**src/design/isf_pkg.sv**
```systemverilog
// shared constants for the first-status-register flag block
package isf_pkg;

  // register bus geometry
  localparam int ADDR_W = 3;
  localparam int DATA_W = 8;

  // register offsets
  localparam logic [2:0] OFS_CTRL = 3'h0;
  localparam logic [2:0] OFS_STATUS_ONE = 3'h1;
  localparam logic [2:0] OFS_STATUS_TWO = 3'h2;
  localparam logic [2:0] OFS_DATA = 3'h3;
  localparam logic [2:0] OFS_IRQ_STAT = 3'h4;
  localparam logic [2:0] OFS_IRQ_MASK = 3'h5;

  // control register fields
  localparam int POS_PERIPH_EN = 5;
  localparam int POS_START_REQ = 3;
  localparam int POS_ACK_EN = 2;
  localparam int POS_STOP_REQ = 1;
  localparam int POS_INT_EN = 0;

  // first status register fields
  localparam int POS_SUMMARY = 7;
  localparam int POS_HEADER = 6;
  localparam int POS_DIRECTION = 5;
  localparam int POS_BUSY = 4;
  localparam int POS_BYTE_DONE = 3;
  localparam int POS_ADDR_MATCH = 2;
  localparam int POS_MASTER = 1;
  localparam int POS_START_GEN = 0;

  // second status register fields
  localparam int POS_ACK_FAIL = 4;
  localparam int POS_STOP_DET = 3;
  localparam int POS_ARB_LOST = 2;
  localparam int POS_BUS_ERR = 1;

  // interrupt event bits, same layout in status and mask
  localparam int NUM_IEV = 8;
  localparam int IEV_BYTE_DONE = 0;
  localparam int IEV_ADDR_MATCH = 1;
  localparam int IEV_START_GEN = 2;
  localparam int IEV_HEADER = 3;
  localparam int IEV_ACK_FAIL = 4;
  localparam int IEV_STOP_DET = 5;
  localparam int IEV_ARB_LOST = 6;
  localparam int IEV_BUS_ERR = 7;

  // reset values
  localparam logic [7:0] RST_BYTE = 8'h00;
  localparam logic [7:0] RST_MASK = 8'h00;

  // which status register was read last, for the read-then-data clears
  typedef enum logic [2:0] {
    SEQ_NONE = 3'b001,
    SEQ_ONE = 3'b010,
    SEQ_TWO = 3'b100
  } isf_seq_t;

endpackage : isf_pkg

```
**src/design/isf_link_if.sv**
```systemverilog
// carrier between the flag core, the line watcher and the interrupt unit
`timescale 1ns/1ps
interface isf_link_if;
  import isf_pkg::*;
  logic start_seen;
  logic stop_seen;
  logic [NUM_IEV-1:0] ev_set;
  logic wr_stat;
  logic wr_mask;
  logic [DATA_W-1:0] wdata;
  logic gate;
  logic [NUM_IEV-1:0] stat;
  logic [NUM_IEV-1:0] mask;
  logic irq;

  modport watch (output start_seen, output stop_seen);
  modport irqu (input ev_set, input wr_stat, input wr_mask, input wdata, input gate,
    output stat, output mask, output irq);
  modport core (input start_seen, input stop_seen, input stat, input mask, input irq,
    output ev_set, output wr_stat, output wr_mask, output wdata, output gate);
endinterface : isf_link_if

```
**src/design/isf_line_watch.sv**
```systemverilog
// synchronises the bus lines and finds start and stop conditions
`timescale 1ns/1ps
module isf_line_watch
  import isf_pkg::*;
(
  input wire logic clock,
  input wire logic rst,
  input wire logic scl_i,
  input wire logic sda_i,
  isf_link_if.watch link
);

  typedef struct packed {
    logic scl_meta;
    logic sda_meta;
    logic scl_sync;
    logic sda_sync;
    logic sda_prev;
    logic start_seen;
    logic stop_seen;
  } isf_watch_t;

  isf_watch_t s;
  isf_watch_t next_s;

  always_comb begin
    next_s = s;
    next_s.scl_meta = scl_i;
    next_s.sda_meta = sda_i;
    next_s.scl_sync = s.scl_meta;
    next_s.sda_sync = s.sda_meta;
    next_s.sda_prev = s.sda_sync;
    // data line moving while the clock line is high marks a condition
    next_s.start_seen = s.scl_sync && s.sda_prev && !s.sda_sync;
    next_s.stop_seen = s.scl_sync && !s.sda_prev && s.sda_sync;
  end

  always_ff @(posedge clock or posedge rst) begin
    if (rst) begin
      s <= '{scl_meta: 1'b1, sda_meta: 1'b1, scl_sync: 1'b1, sda_sync: 1'b1,
             sda_prev: 1'b1, start_seen: 1'b0, stop_seen: 1'b0};
    end else begin
      s <= next_s;
    end
  end

  assign link.start_seen = s.start_seen;
  assign link.stop_seen = s.stop_seen;

endmodule : isf_line_watch

```
**src/design/isf_irq_unit.sv**
```systemverilog
// sticky event status, mask and the level interrupt
`timescale 1ns/1ps
module isf_irq_unit
  import isf_pkg::*;
(
  input wire logic clock,
  input wire logic rst,
  isf_link_if.irqu link
);

  typedef struct packed {
    logic [NUM_IEV-1:0] stat;
    logic [NUM_IEV-1:0] mask;
    logic irq;
  } isf_irq_t;

  isf_irq_t s;
  isf_irq_t next_s;
  logic [NUM_IEV-1:0] next_stat;

  // a new event in the clearing cycle survives the write of one
  genvar gi;
  generate
    for (gi = 0; gi < NUM_IEV; gi++) begin : g_bit
      assign next_stat[gi] = link.ev_set[gi] || (s.stat[gi] && !(link.wr_stat && link.wdata[gi]));
    end
  endgenerate

  always_comb begin
    next_s = s;
    next_s.stat = next_stat;
    if (link.wr_mask) begin
      next_s.mask = link.wdata[NUM_IEV-1:0];
    end
    next_s.irq = link.gate && |(next_s.stat & next_s.mask);
  end

  always_ff @(posedge clock or posedge rst) begin
    if (rst) begin
      s <= '{stat: RST_BYTE, mask: RST_MASK, irq: 1'b0};
    end else begin
      s <= next_s;
    end
  end

  assign link.stat = s.stat;
  assign link.mask = s.mask;
  assign link.irq = s.irq;

endmodule : isf_irq_unit

```
**src/design/isf_status_one.sv**
```systemverilog
// flag logic of the first status register of a multimaster i2c interface
//
// Decided for this implementation: the address-and-strobe port and the register addresses.
`timescale 1ns/1ps
module isf_status_one
  import isf_pkg::*;
(
  input wire logic clock,
  input wire logic rst,
  input wire logic [ADDR_W-1:0] addr,
  input wire logic [DATA_W-1:0] wdata,
  input wire logic wr_en,
  input wire logic rd_en,
  output logic [DATA_W-1:0] rdata,
  input wire logic scl_i,
  input wire logic sda_i,
  output logic scl_o,
  output logic scl_oe,
  input wire logic ev_tx_byte_acked,
  input wire logic ev_rx_byte_acked,
  input wire logic ev_addr_acked,
  input wire logic ev_own_addr_match,
  input wire logic ev_start_issued,
  input wire logic ev_header_sent,
  input wire logic ev_ack_missing,
  input wire logic ev_arb_lost,
  input wire logic ev_misplaced_cond,
  input wire logic [DATA_W-1:0] rx_byte,
  output logic [DATA_W-1:0] tx_byte,
  output logic peripheral_enable,
  output logic start_request,
  output logic stop_request,
  output logic ack_enable,
  output logic master_mode_flag,
  output logic irq
);

  typedef struct packed {
    logic periph_en;
    logic start_req;
    logic ack_en;
    logic stop_req;
    logic int_en;
    logic summary;
    logic header;
    logic direction;
    logic busy;
    logic byte_done;
    logic addr_match;
    logic master;
    logic start_gen;
    logic ack_fail;
    logic stop_det;
    logic arb_lost;
    logic bus_err;
    logic slave_active;
    isf_seq_t seq;
    logic [DATA_W-1:0] tx_byte;
    logic [DATA_W-1:0] rdata;
    logic scl_out;
    logic scl_oe;
  } isf_core_t;

  isf_core_t s;
  isf_core_t next_s;

  isf_link_if link ();

  isf_line_watch u_watch (
    .clock(clock),
    .rst(rst),
    .scl_i(scl_i),
    .sda_i(sda_i),
    .link(link.watch)
  );

  isf_irq_unit u_irq (
    .clock(clock),
    .rst(rst),
    .link(link.irqu)
  );

  ////////////////////////////////////////////////////////////////////////////
  // register access decode

  logic wr_ctrl;
  logic rd_one;
  logic rd_two;
  logic wr_data;
  logic rd_data;
  logic wr_istat;
  logic wr_imask;

  assign wr_ctrl = wr_en && (addr == OFS_CTRL);
  assign rd_one = rd_en && (addr == OFS_STATUS_ONE);
  assign rd_two = rd_en && (addr == OFS_STATUS_TWO);
  assign wr_data = wr_en && (addr == OFS_DATA);
  assign rd_data = rd_en && (addr == OFS_DATA);
  assign wr_istat = wr_en && (addr == OFS_IRQ_STAT);
  assign wr_imask = wr_en && (addr == OFS_IRQ_MASK);

  ////////////////////////////////////////////////////////////////////////////
  // hardware events, all ignored while disabled

  logic set_tx_done;
  logic set_rx_done;
  logic set_match;
  logic set_start;
  logic set_header;
  logic set_ack_fail;
  logic set_arb;
  logic set_bus_error_flag;
  logic set_stop_det;
  logic cond_start;
  logic cond_stop;

  // an address byte counts as done only once it was acknowledged
  assign set_tx_done = s.periph_en && (ev_tx_byte_acked || ev_addr_acked);
  assign set_rx_done = s.periph_en && ev_rx_byte_acked && s.ack_en;
  assign set_match = s.periph_en && ev_own_addr_match && s.ack_en;
  assign set_start = s.periph_en && ev_start_issued && s.start_req;
  assign set_header = s.periph_en && ev_header_sent;
  assign set_ack_fail = s.periph_en && ev_ack_missing;
  assign set_arb = s.periph_en && ev_arb_lost;
  assign set_bus_error_flag = s.periph_en && ev_misplaced_cond;
  assign cond_start = s.periph_en && link.start_seen;
  assign cond_stop = s.periph_en && link.stop_seen;
  assign set_stop_det = cond_stop && s.slave_active && s.ack_en;

  ////////////////////////////////////////////////////////////////////////////
  // clearing sequences

  logic after_one;
  logic clr_byte;
  logic clr_start;
  logic clr_header;

  assign after_one = (s.seq == SEQ_ONE);
  assign clr_byte = after_one && (wr_data || rd_data);
  assign clr_start = after_one && wr_data;
  assign clr_header = (s.seq == SEQ_TWO) && wr_data;

  ////////////////////////////////////////////////////////////////////////////
  // interrupt unit hookup

  always_comb begin
    link.ev_set = RST_BYTE;
    link.ev_set[IEV_BYTE_DONE] = set_tx_done || set_rx_done;
    link.ev_set[IEV_ADDR_MATCH] = set_match;
    link.ev_set[IEV_START_GEN] = set_start;
    link.ev_set[IEV_HEADER] = set_header;
    link.ev_set[IEV_ACK_FAIL] = set_ack_fail;
    link.ev_set[IEV_STOP_DET] = set_stop_det;
    link.ev_set[IEV_ARB_LOST] = set_arb;
    link.ev_set[IEV_BUS_ERR] = set_bus_error_flag;
  end

  assign link.wr_stat = wr_istat;
  assign link.wr_mask = wr_imask;
  assign link.wdata = wdata;
  assign link.gate = s.int_en;

  ////////////////////////////////////////////////////////////////////////////
  // read views

  logic [DATA_W-1:0] view_ctrl;
  logic [DATA_W-1:0] view_one;
  logic [DATA_W-1:0] view_two;

  always_comb begin
    view_ctrl = RST_BYTE;
    view_ctrl[POS_PERIPH_EN] = s.periph_en;
    view_ctrl[POS_START_REQ] = s.start_req;
    view_ctrl[POS_ACK_EN] = s.ack_en;
    view_ctrl[POS_STOP_REQ] = s.stop_req;
    view_ctrl[POS_INT_EN] = s.int_en;
    view_one = RST_BYTE;
    view_one[POS_SUMMARY] = s.summary;
    view_one[POS_HEADER] = s.header;
    view_one[POS_DIRECTION] = s.direction;
    view_one[POS_BUSY] = s.busy;
    view_one[POS_BYTE_DONE] = s.byte_done;
    view_one[POS_ADDR_MATCH] = s.addr_match;
    view_one[POS_MASTER] = s.master;
    view_one[POS_START_GEN] = s.start_gen;
    view_two = RST_BYTE;
    view_two[POS_ACK_FAIL] = s.ack_fail;
    view_two[POS_STOP_DET] = s.stop_det;
    view_two[POS_ARB_LOST] = s.arb_lost;
    view_two[POS_BUS_ERR] = s.bus_err;
  end

  ////////////////////////////////////////////////////////////////////////////
  // next state

  always_comb begin
    next_s = s;

    // control register; while disabled a write only sets the enable and the stop request
    if (wr_ctrl) begin
      next_s.periph_en = wdata[POS_PERIPH_EN];
      next_s.stop_req = wdata[POS_STOP_REQ];
      if (s.periph_en) begin
        next_s.start_req = wdata[POS_START_REQ];
        next_s.ack_en = wdata[POS_ACK_EN];
        next_s.int_en = wdata[POS_INT_EN];
      end
    end else begin
      if (set_start) begin
        next_s.start_req = 1'b0;
      end
      if (s.master && cond_stop) begin
        next_s.stop_req = 1'b0;
      end
    end

    // byte finished and direction; a new byte beats a clear in the same cycle
    next_s.byte_done = set_tx_done || set_rx_done || (s.byte_done && !clr_byte);
    if (set_tx_done) begin
      next_s.direction = 1'b1;
    end else if (set_rx_done) begin
      next_s.direction = 1'b0;
    end else if (!next_s.byte_done || cond_stop || set_arb) begin
      next_s.direction = 1'b0;
    end

    next_s.addr_match = set_match || (s.addr_match && !rd_one);
    next_s.start_gen = set_start || (s.start_gen && !clr_start);
    next_s.header = set_header || (s.header && !clr_header);

    // error and stop flags live in the second status register
    next_s.ack_fail = set_ack_fail || (s.ack_fail && !rd_two);
    next_s.stop_det = set_stop_det || (s.stop_det && !rd_two);
    next_s.arb_lost = set_arb || (s.arb_lost && !rd_two);
    next_s.bus_err = set_bus_error_flag || (s.bus_err && !rd_two);

    if (set_start) begin
      next_s.master = 1'b1;
    end else if (cond_stop || set_arb) begin
      next_s.master = 1'b0;
    end

    if (set_match) begin
      next_s.slave_active = 1'b1;
    end else if (cond_stop || set_arb) begin
      next_s.slave_active = 1'b0;
    end

    // busy only moves while enabled, so it can be stale after enabling
    if (s.periph_en) begin
      if (cond_start) begin
        next_s.busy = 1'b1;
      end else if (cond_stop || set_bus_error_flag) begin
        next_s.busy = 1'b0;
      end
    end

    // which status register was read last
    if (rd_one) begin
      next_s.seq = SEQ_ONE;
    end else if (rd_two) begin
      next_s.seq = SEQ_TWO;
    end else if (wr_data || rd_data) begin
      next_s.seq = SEQ_NONE;
    end

    if (wr_data) begin
      next_s.tx_byte = wdata;
    end

    // summary is the or of everything that still asks for attention
    next_s.summary = next_s.byte_done || next_s.addr_match || next_s.start_gen || next_s.header
      || next_s.ack_fail || next_s.stop_det || next_s.arb_lost || next_s.bus_err;

    // disabling wipes control and flags, but keeps stop request and busy
    if (!next_s.periph_en) begin
      next_s.start_req = 1'b0;
      next_s.ack_en = 1'b0;
      next_s.int_en = 1'b0;
      next_s.summary = 1'b0;
      next_s.header = 1'b0;
      next_s.direction = 1'b0;
      next_s.byte_done = 1'b0;
      next_s.addr_match = 1'b0;
      next_s.master = 1'b0;
      next_s.start_gen = 1'b0;
      next_s.ack_fail = 1'b0;
      next_s.stop_det = 1'b0;
      next_s.arb_lost = 1'b0;
      next_s.bus_err = 1'b0;
      next_s.slave_active = 1'b0;
      next_s.seq = SEQ_NONE;
    end

    // stretch the clock while software still owes an answer
    next_s.scl_out = 1'b0;
    next_s.scl_oe = next_s.periph_en
      && (next_s.byte_done || next_s.addr_match || next_s.start_gen || next_s.header);

    // read data for one cycle; a write to the first status register stores nothing
    if (rd_en) begin
      case (addr)
        OFS_CTRL: next_s.rdata = view_ctrl;
        OFS_STATUS_ONE: next_s.rdata = view_one;
        OFS_STATUS_TWO: next_s.rdata = view_two;
        OFS_DATA: next_s.rdata = rx_byte;
        OFS_IRQ_STAT: next_s.rdata = link.stat;
        OFS_IRQ_MASK: next_s.rdata = link.mask;
        default: next_s.rdata = RST_BYTE;
      endcase
    end else begin
      next_s.rdata = RST_BYTE;
    end
  end

  ////////////////////////////////////////////////////////////////////////////
  // state register

  always_ff @(posedge clock or posedge rst) begin
    if (rst) begin
      s <= '{periph_en: 1'b0, start_req: 1'b0, ack_en: 1'b0, stop_req: 1'b0, int_en: 1'b0,
             summary: 1'b0, header: 1'b0, direction: 1'b0, busy: 1'b0, byte_done: 1'b0,
             addr_match: 1'b0, master: 1'b0, start_gen: 1'b0, ack_fail: 1'b0, stop_det: 1'b0,
             arb_lost: 1'b0, bus_err: 1'b0, slave_active: 1'b0, seq: SEQ_NONE,
             tx_byte: RST_BYTE, rdata: RST_BYTE, scl_out: 1'b0, scl_oe: 1'b0};
    end else begin
      s <= next_s;
    end
  end

  ////////////////////////////////////////////////////////////////////////////
  // outputs, all straight from flip-flops

  assign rdata = s.rdata;
  assign scl_o = s.scl_out;
  assign scl_oe = s.scl_oe;
  assign tx_byte = s.tx_byte;
  assign peripheral_enable = s.periph_en;
  assign start_request = s.start_req;
  assign stop_request = s.stop_req;
  assign ack_enable = s.ack_en;
  assign master_mode_flag = s.master;
  assign irq = link.irq;

endmodule : isf_status_one

```
**config.mk**
```make
export PLATFORM = sky130hd
export DESIGN_NAME = isf_status_one
export DESIGN_NICKNAME = d
export VERILOG_FILES = /design/src/design/isf_pkg.sv /design/src/design/isf_link_if.sv /design/src/design/isf_line_watch.sv /design/src/design/isf_irq_unit.sv /design/src/design/isf_status_one.sv
export SDC_FILE = /design/constraint.sdc
export NUM_CORES = 1
export LEC_CHECK = 0
export BUFFER_PORTS_ARGS = -buffer_cell sky130_fd_sc_hd__buf_2
export CORE_UTILIZATION = 55
export CTS_CLUSTER_SIZE = 40
export DETAILED_ROUTE_END_ITERATION = 10
export PLACE_DENSITY_LB_ADDON = 0.25
export SYNTH_ARGS = -nofsm -noshare
export SYNTH_HDL_FRONTEND = slang
export SYNTH_SLANG_ARGS = --single-unit
```
**constraint.sdc**
```tcl
create_clock -name clock -period 2.35 [get_ports clock]
set_input_delay 0.235 -clock clock [delete_from_list [all_inputs] [get_ports clock]]
set_output_delay 0.235 -clock clock [all_outputs]
set_load 0.05 [all_outputs]
```
==> summary.txt, run 1 <==
CTS
  • Inserted Clock Buffers: 9
  • Clock Sinks: 62
  • H-tree level count: 3
  • TritonCTS clock tree: done
  • CTS root buf: clkbuf_8
  • Clock Tree Buf Depth: 2
  • Clk_lat worst skew: 0.35 ns
  • PostCTS Resize Cnt: 0
  • Postcts setup bufs: 0
  • Register clock-pin slew on the reported worst setup and hold paths: 0.07 ns
  • # hold bufs at CTS: 3

Yosys
  • EDFF count, synth: 0
  • Cell area after synthesis: 3010 µm²
  • Seq cells post-synth: 62
  • Mapped Nets: 297
  • Register area share after synthesis: 0.519
  • Mapped Cells: 263
  • Synth Warn #: 0
  • Mean Syn Cell Area: 11.4 µm²
  • Synth Flop Type: dfrtp_1
  • Distinct cell type count after synthesis: 51
  • Ys async rst share: 1.00

Setup path
  • Crit path kind: reg2reg
  • R2r startpoint: s[20]$_DFFE_PP0P_
  • CP required: 2.59 ns
  • Crit path launch: s[20]$_DFFE_PP0P_
  • Worst setup SP type: flop
  • Data arrival time of the critical path: 2.29 ns
  • Capturing element type of the critical path: flop
  • CP max FO: 3

Route
  • Vias per cell: 5.70
  • Total number of vias: 2223
  • Routed WL: 6850 µm
  • Initial DRC Count: 295
  • WL per Instance: 17.6 µm
  • DRT Pass-1 Iters: 4
  • Final ANT Viol Nets: 0
  • Drt drc: 0

Power and ir drop
  • Leak Pwr: 1.68 nW
  • Power Density: 858 nW/µm²
  • Final Total Pwr: 0.00300 W
  • Max IR drop VDD: 500 µV

Timing
  • Slew Viols, Final: 0
  • Clk_skew: 0.00772 ns
  • Final setup fails: 0
  • Hold slack: 0.113 ns
  • Fmax achieved: 486 MHz
  • Slew margin rel.: 0.598
  • Final hold vios: 0
  • Final Critical Period: 2.06 ns
  • Tcrit/Tclk final: 0.876
  • Crit path setup slack, layout: 0.292 ns
  • RSZ-0062 raised after global routing: false
  • Transition time of the tightest slew-check pin: 0.603 ns
  • Setup TNS: 0 ns

Min path
  • HP Start: ev_start_issued
  • Worst min-delay path class: in2reg

Finish
  • Final-stage net count: 349
  • Layout cells sized above 1: 0.359
  • Filler cells: 404
  • Area growth syn-to-layout: 16.5%
  • Utilization after layout: 0.677
  • Ant diodes: 0

Global route
  • Number of global-route vias before repair: 2194
  • First-pass GRT wire length: 11400 µm
  • GR Overflow Total: 0
  • Initial antenna violation count: 0
  • Gr usage total: 0.265
  • Largest net degree at the start of global routing: 36

Die
  • IO Count: 58
  • Core area: 5170 µm²
  • Die Y: 75.9 µm
  • Die area: 5760 µm²
  • Row count: 26
  • Initial Util: 0.581
  • Die Width: 75.9 µm

Placed design
  • DP HPWL: 5110 µm
  • Pre-CTS setup slack: 0.262 ns
  • I/O Buffers: 56
  • GP Congestion: 0.977

Run
  • Max cap viols: 0

Status
  • Status: completed
## cell type report
class / count / area (µm²) / share of cell area
Multi-Input combinational cell: 158 / 1190 / 0.340
Clock buffer: 13 / 159 / 0.0454
Inverter: 14 / 57.6 / 0.0164
Timing Repair Buffer: 70 / 405 / 0.116
Clock inverter: 3 / 42.5 / 0.0121
Sequential cell: 62 / 1560 / 0.445
Tap cell: 70 / 87.6 / 0.0250
## critical path, cell delays in order (launching register included)
cell and delay, ns:
dfrtp_1 0.40, or3b_1 0.43, o41ai_2 0.28, a21oi_1 0.14, or4_4 0.55, a21o_1 0.16
## cell usage after synthesis, types with 4 or more instances
cell type | instances | area [µm²]
dfrtp_1 | 56 | 1400
buf_4 | 19 | 143
nand2_1 | 19 | 71.3
mux2i_1 | 15 | 150
mux2_2 | 14 | 158
nor2_1 | 14 | 52.6
a21oi_1 | 13 | 65.1
inv_1 | 12 | 45.0
nand3_1 | 12 | 60.1
o21ai_0 | 9 | 45.0
a21boi_0 | 6 | 45.0
dfstp_2 | 6 | 158
a22o_1 | 5 | 43.8
and2_1 | 4 | 25.0
clkbuf_1 | 4 | 15.0
## logic make-up (layout without fill, tap and decap cells)
| logic type | count (synthesis) | count (layout) | share of synthesized area |
|---|---|---|---|
| compound gates | 61 | 61 | 0.149 |
| buf+inv | 43 | 100 | 0.0849 |
| flops | 62 | 62 | 0.519 |
| simple gates | 64 | 64 | 0.121 |
| mux | 32 | 32 | 0.125 |
| other cells | 1 | 1 | 0.00125 |
## layout by cell type (no fill, tap or decap), types with 3 or more instances in the layout
cell type,count
o21ai_0,9
a22oi_1,3
mux2i_1,15
nor2_1,14
clkbuf_8,11
buf_2,56
a21oi_1,13
a22o_1,5
nand3_1,12
dlygate4sd3_1,3
inv_1,11
dfrtp_1,56
mux4_2,3
nand2b_1,3
a21boi_0,6
nand2_1,19
o2bb2ai_1,3
dfstp_2,6
buf_4,10
and2_1,4
mux2_2,14
## state kept, by name, indices dropped and copies added (netlist names)
signal / flops
u_watch.link.start_seen: 1
master_mode_flag: 1
s: 15
link.gate: 1
rdata: 8
ack_enable: 1
u_irq.link.irq: 1
u_watch.link.stop_seen: 1
u_watch.next_s: 3
peripheral_enable: 1
stop_request: 1
u_irq.link.mask: 8
u_watch.s: 2
scl_oe: 1
tx_byte: 8
u_irq.link.stat: 8
start_request: 1
## power breakdown
| group | switching [W] | leakage (nW) | total, W | internal, W |
|---|---|---|---|---|
| combinational | 0.000463 | 0.805 | 0.000730 | 0.000267 |
| clock | 0.000418 | 0.0996 | 0.000965 | 0.000547 |
| sequential | 0.0000967 | 0.773 | 0.00131 | 0.00121 |
| total | 0.000977 | 1.68 | 0.00300 | 0.00203 |
## metal layers
metal	vias to the layer above	routed length [µm]	global-route usage	part of all wire
li1	1030	-	-	-
met1	1099	3040	0.360	0.44
met2	77	3240	0.389	0.47
met3	17	373	0.0699	0.054
met4	0	195	0.144	0.028
met5	-	0	0	0
## worst paths after layout
check,to,slack (ns),cells after the start
setup / recovery,s[33]$_DFF_PP0_,0.29,5
hold / removal,start_request$_DFFE_PP0P_,0.11,2
setup reg to reg,s[33]$_DFF_PP0_,0.29,5
hold reg to reg,u_watch.s[4]$_DFF_PP1_,0.36,0
max in group asynchronous,u_watch.s[4]$_DFF_PP1_,1.18,4
min in group asynchronous,tx_byte[7]$_DFFE_PP0P_,0.51,3
## per-stage QoR
| step | area (µm²) | std cells |
|---|---|---|
| final | 3500 | 390 |
| after CTS | 3500 | 390 |
| after global routing | 3500 | 390 |
| after detailed placement | 3270 | 371 |
| after floorplan | 3010 | 263 |
| after global placement | 3270 | 371 |
(Power assumes the default switching activity.)
==> inputs of run 2 (changes only) <==
--- a/config.mk
+++ b/config.mk
@@ -6,6 +6,7 @@
 export NUM_CORES = 1
 export LEC_CHECK = 0
 export BUFFER_PORTS_ARGS = -buffer_cell sky130_fd_sc_hd__buf_2
+export CORE_MARGIN = 8
 export CORE_UTILIZATION = 55
 export CTS_CLUSTER_SIZE = 40
 export DETAILED_ROUTE_END_ITERATION = 10
==> summary.txt, run 2 (same netlist as run 1, synthesis figures left out) <==
Power and ir drop
  • Int Pwr: 0.00209 W (+3.2%)
  • Psw: 0.00104 W (+6.7%)
  • Power share of the combinational group: 0.236 (-0.007)
  • Flop pwr share: 0.419 (-0.017)
  • Max IR drop VDD: 642 µV (+28%)
  • Power Density: 886 nW/µm² (+3.3%)
  • Sw Ratio: 0.333 (+0.00735)
  • Clock Power Share: 0.345 (+0.024)
  • Leak Pwr: 1.70 nW (+1.2%)

Route
  • Routed WL: 7630 µm (+11%)
  • Drt drc: 0 (unchanged)
  • WL per Instance: 19.4 µm (+11%)
  • Final ANT Viol Nets: 0 (unchanged)
  • DRT Pass-1 Iters: 4 (unchanged)
  • Total number of vias: 2244 (+0.94%)
  • Vias per cell: 5.71 (+0.17%)
  • Initial DRC Count: 151 (-49%)

Timing
  • RSZ-0062 raised after global routing: false
  • Final hold vios: 0 (unchanged)
  • Clk_skew: 0.00840 ns (+0.000682 ns)
  • Setup TNS: 0 ns (unchanged)
  • Slew Viols, Final: 0 (unchanged)
  • Final Critical Period: 2.10 ns (+0.0375 ns)
  • Tcrit/Tclk final: 0.892 (+0.0159)
  • Fmax achieved: 477 MHz (-1.8%)
  • Crit path setup slack, layout: 0.254 ns (-0.0375 ns)
  • Final setup fails: 0 (unchanged)

Setup path
  • Crit path kind: reg2reg
  • CP max FO: 3 (unchanged)
  • Capturing element type of the critical path: flop
  • CP required: 2.60 ns (about the same)
  • Worst setup SP type: flop
  • Data arrival time of the critical path: 2.34 ns (+0.05 ns)

Placed design
  • Pre-CTS setup slack: 0.229 ns (-0.0329 ns)
  • DP HPWL: 5730 µm (+12%)
  • GP Congestion: 0.967 (-1.0%)
  • I/O Buffers: 56 (unchanged)

Finish
  • Area growth syn-to-layout: 17.7%
  • Max reg flops: 15 (unchanged)
  • Most flop-heavy register: s
  • Final-stage net count: 350 (+0.29%)
  • Ant diodes: 0 (unchanged)
  • Most frequent cells in the layout: 56 x dfrtp_1, 56 x buf_2, 19 x nand2_1, 15 x mux2i_1
  • Layout cells sized above 1: 0.368 (+0.00823)

Die
  • Die Y: 89.9 µm (+18%)
  • Core area: 5410 µm² (+4.5%)
  • IO Count: 58 (unchanged)
  • Die area: 8090 µm² (+40%)
  • Row count: 27 (+3.8%)
  • Initial Util: 0.556 (-0.0250)
  • Die Width: 89.9 µm (+18%)

CTS
  • # hold bufs at CTS: 3 (unchanged)
  • PostCTS Resize Cnt: 0 (unchanged)
  • Clk_lat worst skew: 0.35 ns (about the same)
  • Inserted Clock Buffers: 9 (unchanged)
  • Postcts setup bufs: 0 (unchanged)
  • CTS root buf: clkbuf_8
  • Register clock-pin slew on the reported worst setup and hold paths: 0.08 ns (about the same)
  • H-tree level count: 3 (unchanged)
  • Clock Tree Buf Depth: 2 (unchanged)
  • TritonCTS clock tree: done
  • Clock Sinks: 62 (unchanged)

Global route
  • Initial antenna violation count: 0 (unchanged)
  • Largest net degree at the start of global routing: 33 (-8.3%)
  • Number of global-route vias before repair: 2445 (+11%)
  • Gr usage total: 0.200 (-0.0655)
  • First-pass GRT wire length: 12800 µm (+12%)
  • GR Overflow Total: 0 (unchanged)

Status
  • Status: completed

Min path
  • Worst min-delay path class: in2reg

Run
  • Max cap viols: 0 (unchanged)
## run 2: cell types whose count changed in the layout (fill, tap and decap cells not counted)
cell,change
clkinv_4,+2
inv_6,+3
clkbuf_1,-2
clkbuf_8,-2
clkinv_2,-1
buf_4,+1
bufinv_16,+1
clkinvlp_4,-1
## run 2: path summary, 6_finish.rpt
check	endpoint	start	slack (ns)	depth (start not counted)
min in group asynchronous	u_irq.link.mask[6]$_DFF_PP0_	rst	0.37	3
hold reg to reg	u_watch.s[4]$_DFF_PP1_	u_watch.next_s[4]$_DFF_PP1_	0.36	0
max in group asynchronous	u_irq.link.stat[3]$_DFF_PP0_	rst	1.43	4
setup reg to reg	s[33]$_DFF_PP0_	s[20]$_DFFE_PP0P_	0.25	5
setup / recovery	s[33]$_DFF_PP0_	s[20]$_DFFE_PP0P_	0.25	5
hold / removal	start_request$_DFFE_PP0P_	ev_start_issued	0.1	2
## run 2: layout make-up
cell class | count | area, µm²
inverters | 14 | 57.6
well taps | 72 | 90.1
clock buffers | 9 | 124
clock inverters | 7 | 104
flip-flops and latches | 62 | 1560
fillers | 439 | 1870
multi-input cells | 158 | 1190
repair buffers | 71 | 413
## run 2: layer usage
metal	vias up	part of all wire	GRT usage
met3	16	0.058	0.0515
met5	-	0	0
met2	71	0.48	0.318
met1	1125	0.43	0.240
li1	1032	-	-
met4	0	0.029	0.114
## run 2: critical path, stage by stage, from the launching register on
cell,delay (ns)
dfrtp_1,0.40
or3b_1,0.41
o41ai_2,0.31
a21oi_1,0.16
or4_4,0.56
a21o_1,0.17
## run 2: stage by stage
| stage | hold WS [ns] | utilization | cell area [µm²] | total power (W) | cells |
|---|---|---|---|---|---|
| floorplan | 0.239 | - | 3010 | 0.00189 | 263 |
| global placement | 0.186 | 0.607 | 3280 | 0.00205 | 374 |
| detailed placement | 0.194 | 0.607 | 3280 | 0.00206 | 374 |
| CTS | 0.0865 | 0.655 | 3540 | 0.00316 | 393 |
| global route | 0.0972 | 0.655 | 3540 | 0.00327 | 393 |
| finish | 0.0984 | 0.655 | 3540 | 0.00313 | 393 |
## run 2: power by group through the flow
stage               clock (W)  combinational, W  sequential (W)
floorplan                   0          0.000556         0.00134
global placement            0          0.000722         0.00133
detailed placement          0          0.000732         0.00133
CTS                   0.00110          0.000742         0.00131
global route          0.00115          0.000796         0.00133
finish                0.00108          0.000740         0.00131
==> inputs of run 3 (changes only) <==
--- a/config.mk
+++ b/config.mk
@@ -7,7 +7,7 @@
 export LEC_CHECK = 0
 export BUFFER_PORTS_ARGS = -buffer_cell sky130_fd_sc_hd__buf_2
 export CORE_MARGIN = 8
-export CORE_UTILIZATION = 55
+export CORE_UTILIZATION = 50
 export CTS_CLUSTER_SIZE = 40
 export DETAILED_ROUTE_END_ITERATION = 10
 export PLACE_DENSITY_LB_ADDON = 0.25
==> summary.txt, run 3 (same netlist as run 1, synthesis figures left out) <==
Global route
  • Gr usage total: 0.174 (-0.0256)
  • Number of global-route vias before repair: 2251 (-7.9%)
  • GR Overflow Total: 0 (unchanged)
  • GR peak layer: met2
  • First-pass GRT wire length: 11500 µm (-10%)
  • M3 GR Usage: 0.0521 (+0.000546)
  • Met1 usage: 0.221 (-0.0188)
  • Largest net degree at the start of global routing: 34 (+3.0%)
  • GR Util met2: 0.267 (-0.0517)
  • Initial antenna violation count: 0 (unchanged)

Setup path
  • Data arrival time of the critical path: 2.33 ns (about the same)
  • WP buf/inv: 0 (unchanged)
  • Highest-delay cell along the critical path: or4_4
  • Critical path depth: 5 (unchanged)
  • CP required: 2.59 ns (about the same)
  • CP delay by family, top: simple AND/OR/NAND/NOR gates
  • Worst setup SP type: flop
  • R2r startpoint: s[20]$_DFFE_PP0P_
  • R2r setup slk: 0.26 ns (about the same)
  • Crit-path cells: or3b_1 -> o41ai_2 -> a21oi_1 -> or4_4 -> a21o_1
  • CP peak stage delay: 0.56 ns (about the same)
  • Capturing element type of the critical path: flop
  • CP max FO: 3 (unchanged)
  • Worst Reg-to-Reg Cells: 5 (unchanged)
  • Crit path kind: reg2reg
  • R2r endpoint: s[33]$_DFF_PP0_
  • Critical Path End: s[33]$_DFF_PP0_
  • Crit path launch: s[20]$_DFFE_PP0P_

Timing
  • Fmax achieved: 479 MHz (+0.33%)
  • Final hold vios: 0 (unchanged)
  • Slew Viols, Final: 0 (unchanged)
  • Hold slack: 0.0986 ns (+0.000239 ns)
  • Final setup fails: 0 (unchanged)
  • Final Critical Period: 2.09 ns (-0.00683 ns)
  • Tcrit/Tclk final: 0.889 (-0.00291)
  • Crit path setup slack, layout: 0.261 ns (+0.00683 ns)
  • Slew margin rel.: 0.561
  • Setup TNS: 0 ns (unchanged)
  • RSZ-0062 raised after global routing: false
  • Clk_skew: 0.0101 ns (+0.00169 ns)
  • Transition time of the tightest slew-check pin: 0.657 ns

Route
  • Drt drc: 0 (unchanged)
  • Routed WL: 7290 µm (-4.4%)
  • WL per Instance: 18.5 µm (-4.9%)
  • Vias per cell: 5.66 (-0.91%)
  • Total number of vias: 2235 (-0.40%)
  • Initial DRC Count: 129 (-15%)
  • DRT Pass-1 Iters: 4 (unchanged)
  • Final ANT Viol Nets: 0 (unchanged)

Placed design
  • I/O Buffers: 56 (unchanged)
  • Pre-CTS setup slack: 0.221 ns (-0.00807 ns)
  • GP Congestion: 0.943 (-2.5%)
  • DP HPWL: 5560 µm (-3.0%)
  • Post-placement cell count: 376 (+0.53%)

CTS
  • CTS root buf: clkbuf_8
  • Register clock-pin slew on the reported worst setup and hold paths: 0.07 ns (about the same)
  • Clk_lat worst skew: 0.35 ns (about the same)
  • TritonCTS clock tree: done
  • Clock Sinks: 62 (unchanged)
  • Postcts setup bufs: 0 (unchanged)
  • # hold bufs at CTS: 3 (unchanged)
  • Clock Tree Buf Depth: 2 (unchanged)
  • H-tree level count: 3 (unchanged)
  • Inserted Clock Buffers: 9 (unchanged)
  • PostCTS Resize Cnt: 0 (unchanged)

Finish
  • Area growth syn-to-layout: 16.9%
  • Layout cells sized above 1: 0.366 (-0.00198)
  • Fin cells: 395 (+0.51%)
  • Final-stage net count: 349 (-0.29%)
  • Most flop-heavy register: s
  • Ant diodes: 0 (unchanged)
  • Most frequent cells in the layout: 56 x dfrtp_1, 56 x buf_2, 19 x nand2_1, 15 x mux2i_1
  • Max reg flops: 15 (unchanged)

Die
  • Die area: 8750 µm² (+8.2%)
  • IO Count: 58 (unchanged)
  • Die Y: 93.5 µm (+4.0%)
  • Row count: 28 (+3.7%)
  • Initial Util: 0.514 (-0.0423)
  • Core area: 5850 µm² (+8.2%)
  • Die Width: 93.5 µm (+4.0%)

Min path
  • Worst min-delay path class: in2reg
  • Hold Path Depth: 2 (unchanged)

Power and ir drop
  • Leak Pwr: 1.68 nW (-1.1%)
  • Power Density: 856 nW/µm² (-3.4%)
  • Max IR drop VDD: 505 µV (-21%)

Run
  • Max cap viols: 0 (unchanged)

Status
  • Status: completed
## run 3: cell type report
class / count / area [µm²]
Fill cell: 490 / 2340
Multi-Input combinational cell: 158 / 1190
Clock inverter: 7 / 81.3
Sequential cell: 62 / 1560
Tap cell: 75 / 93.8
Inverter: 14 / 57.6
Timing Repair Buffer: 70 / 405
Clock buffer: 9 / 124
## run 3: worst min path at each step
stage | from | end
2_1_floorplan | sda_i | u_watch.next_s[3]$_DFF_PP1_
3_3_place_gp | scl_i | u_watch.next_s[4]$_DFF_PP1_
3_5_place_dp | scl_i | u_watch.next_s[4]$_DFF_PP1_
4_1_cts | ev_start_issued | start_request$_DFFE_PP0P_
5_1_grt | ev_start_issued | start_request$_DFFE_PP0P_
6_report | ev_start_issued | start_request$_DFFE_PP0P_
## run 3: per-layer routing
layer	routed length [µm]	vias up
met4	135	0
met2	3430	83
li1	-	1036
met5	0	-
met1	3230	1102
met3	498	14
## run 3: power breakdown
part           leakage (nW)  switching [W]  internal [W]
Sequential            0.773      0.0000949       0.00121
Combinational         0.806       0.000472      0.000267
Clock                 0.100       0.000459      0.000502
Total                  1.68        0.00103       0.00198
## run 3: per-stage QoR
stage	power, W	instance area [µm²]	utilization
after floorplan	0.00189	3010	-
after global placement	0.00205	3280	0.560
after detailed placement	0.00206	3280	0.560
after CTS	0.00303	3510	0.600
after global routing	0.00314	3510	0.600
final	0.00301	3510	0.600
## run 3: worst register-to-register path: stages, from the launching register on
cell,delay (ns)
dfrtp_1,0.40
or3b_1,0.42
o41ai_2,0.29
a21oi_1,0.14
or4_4,0.56
a21o_1,0.17
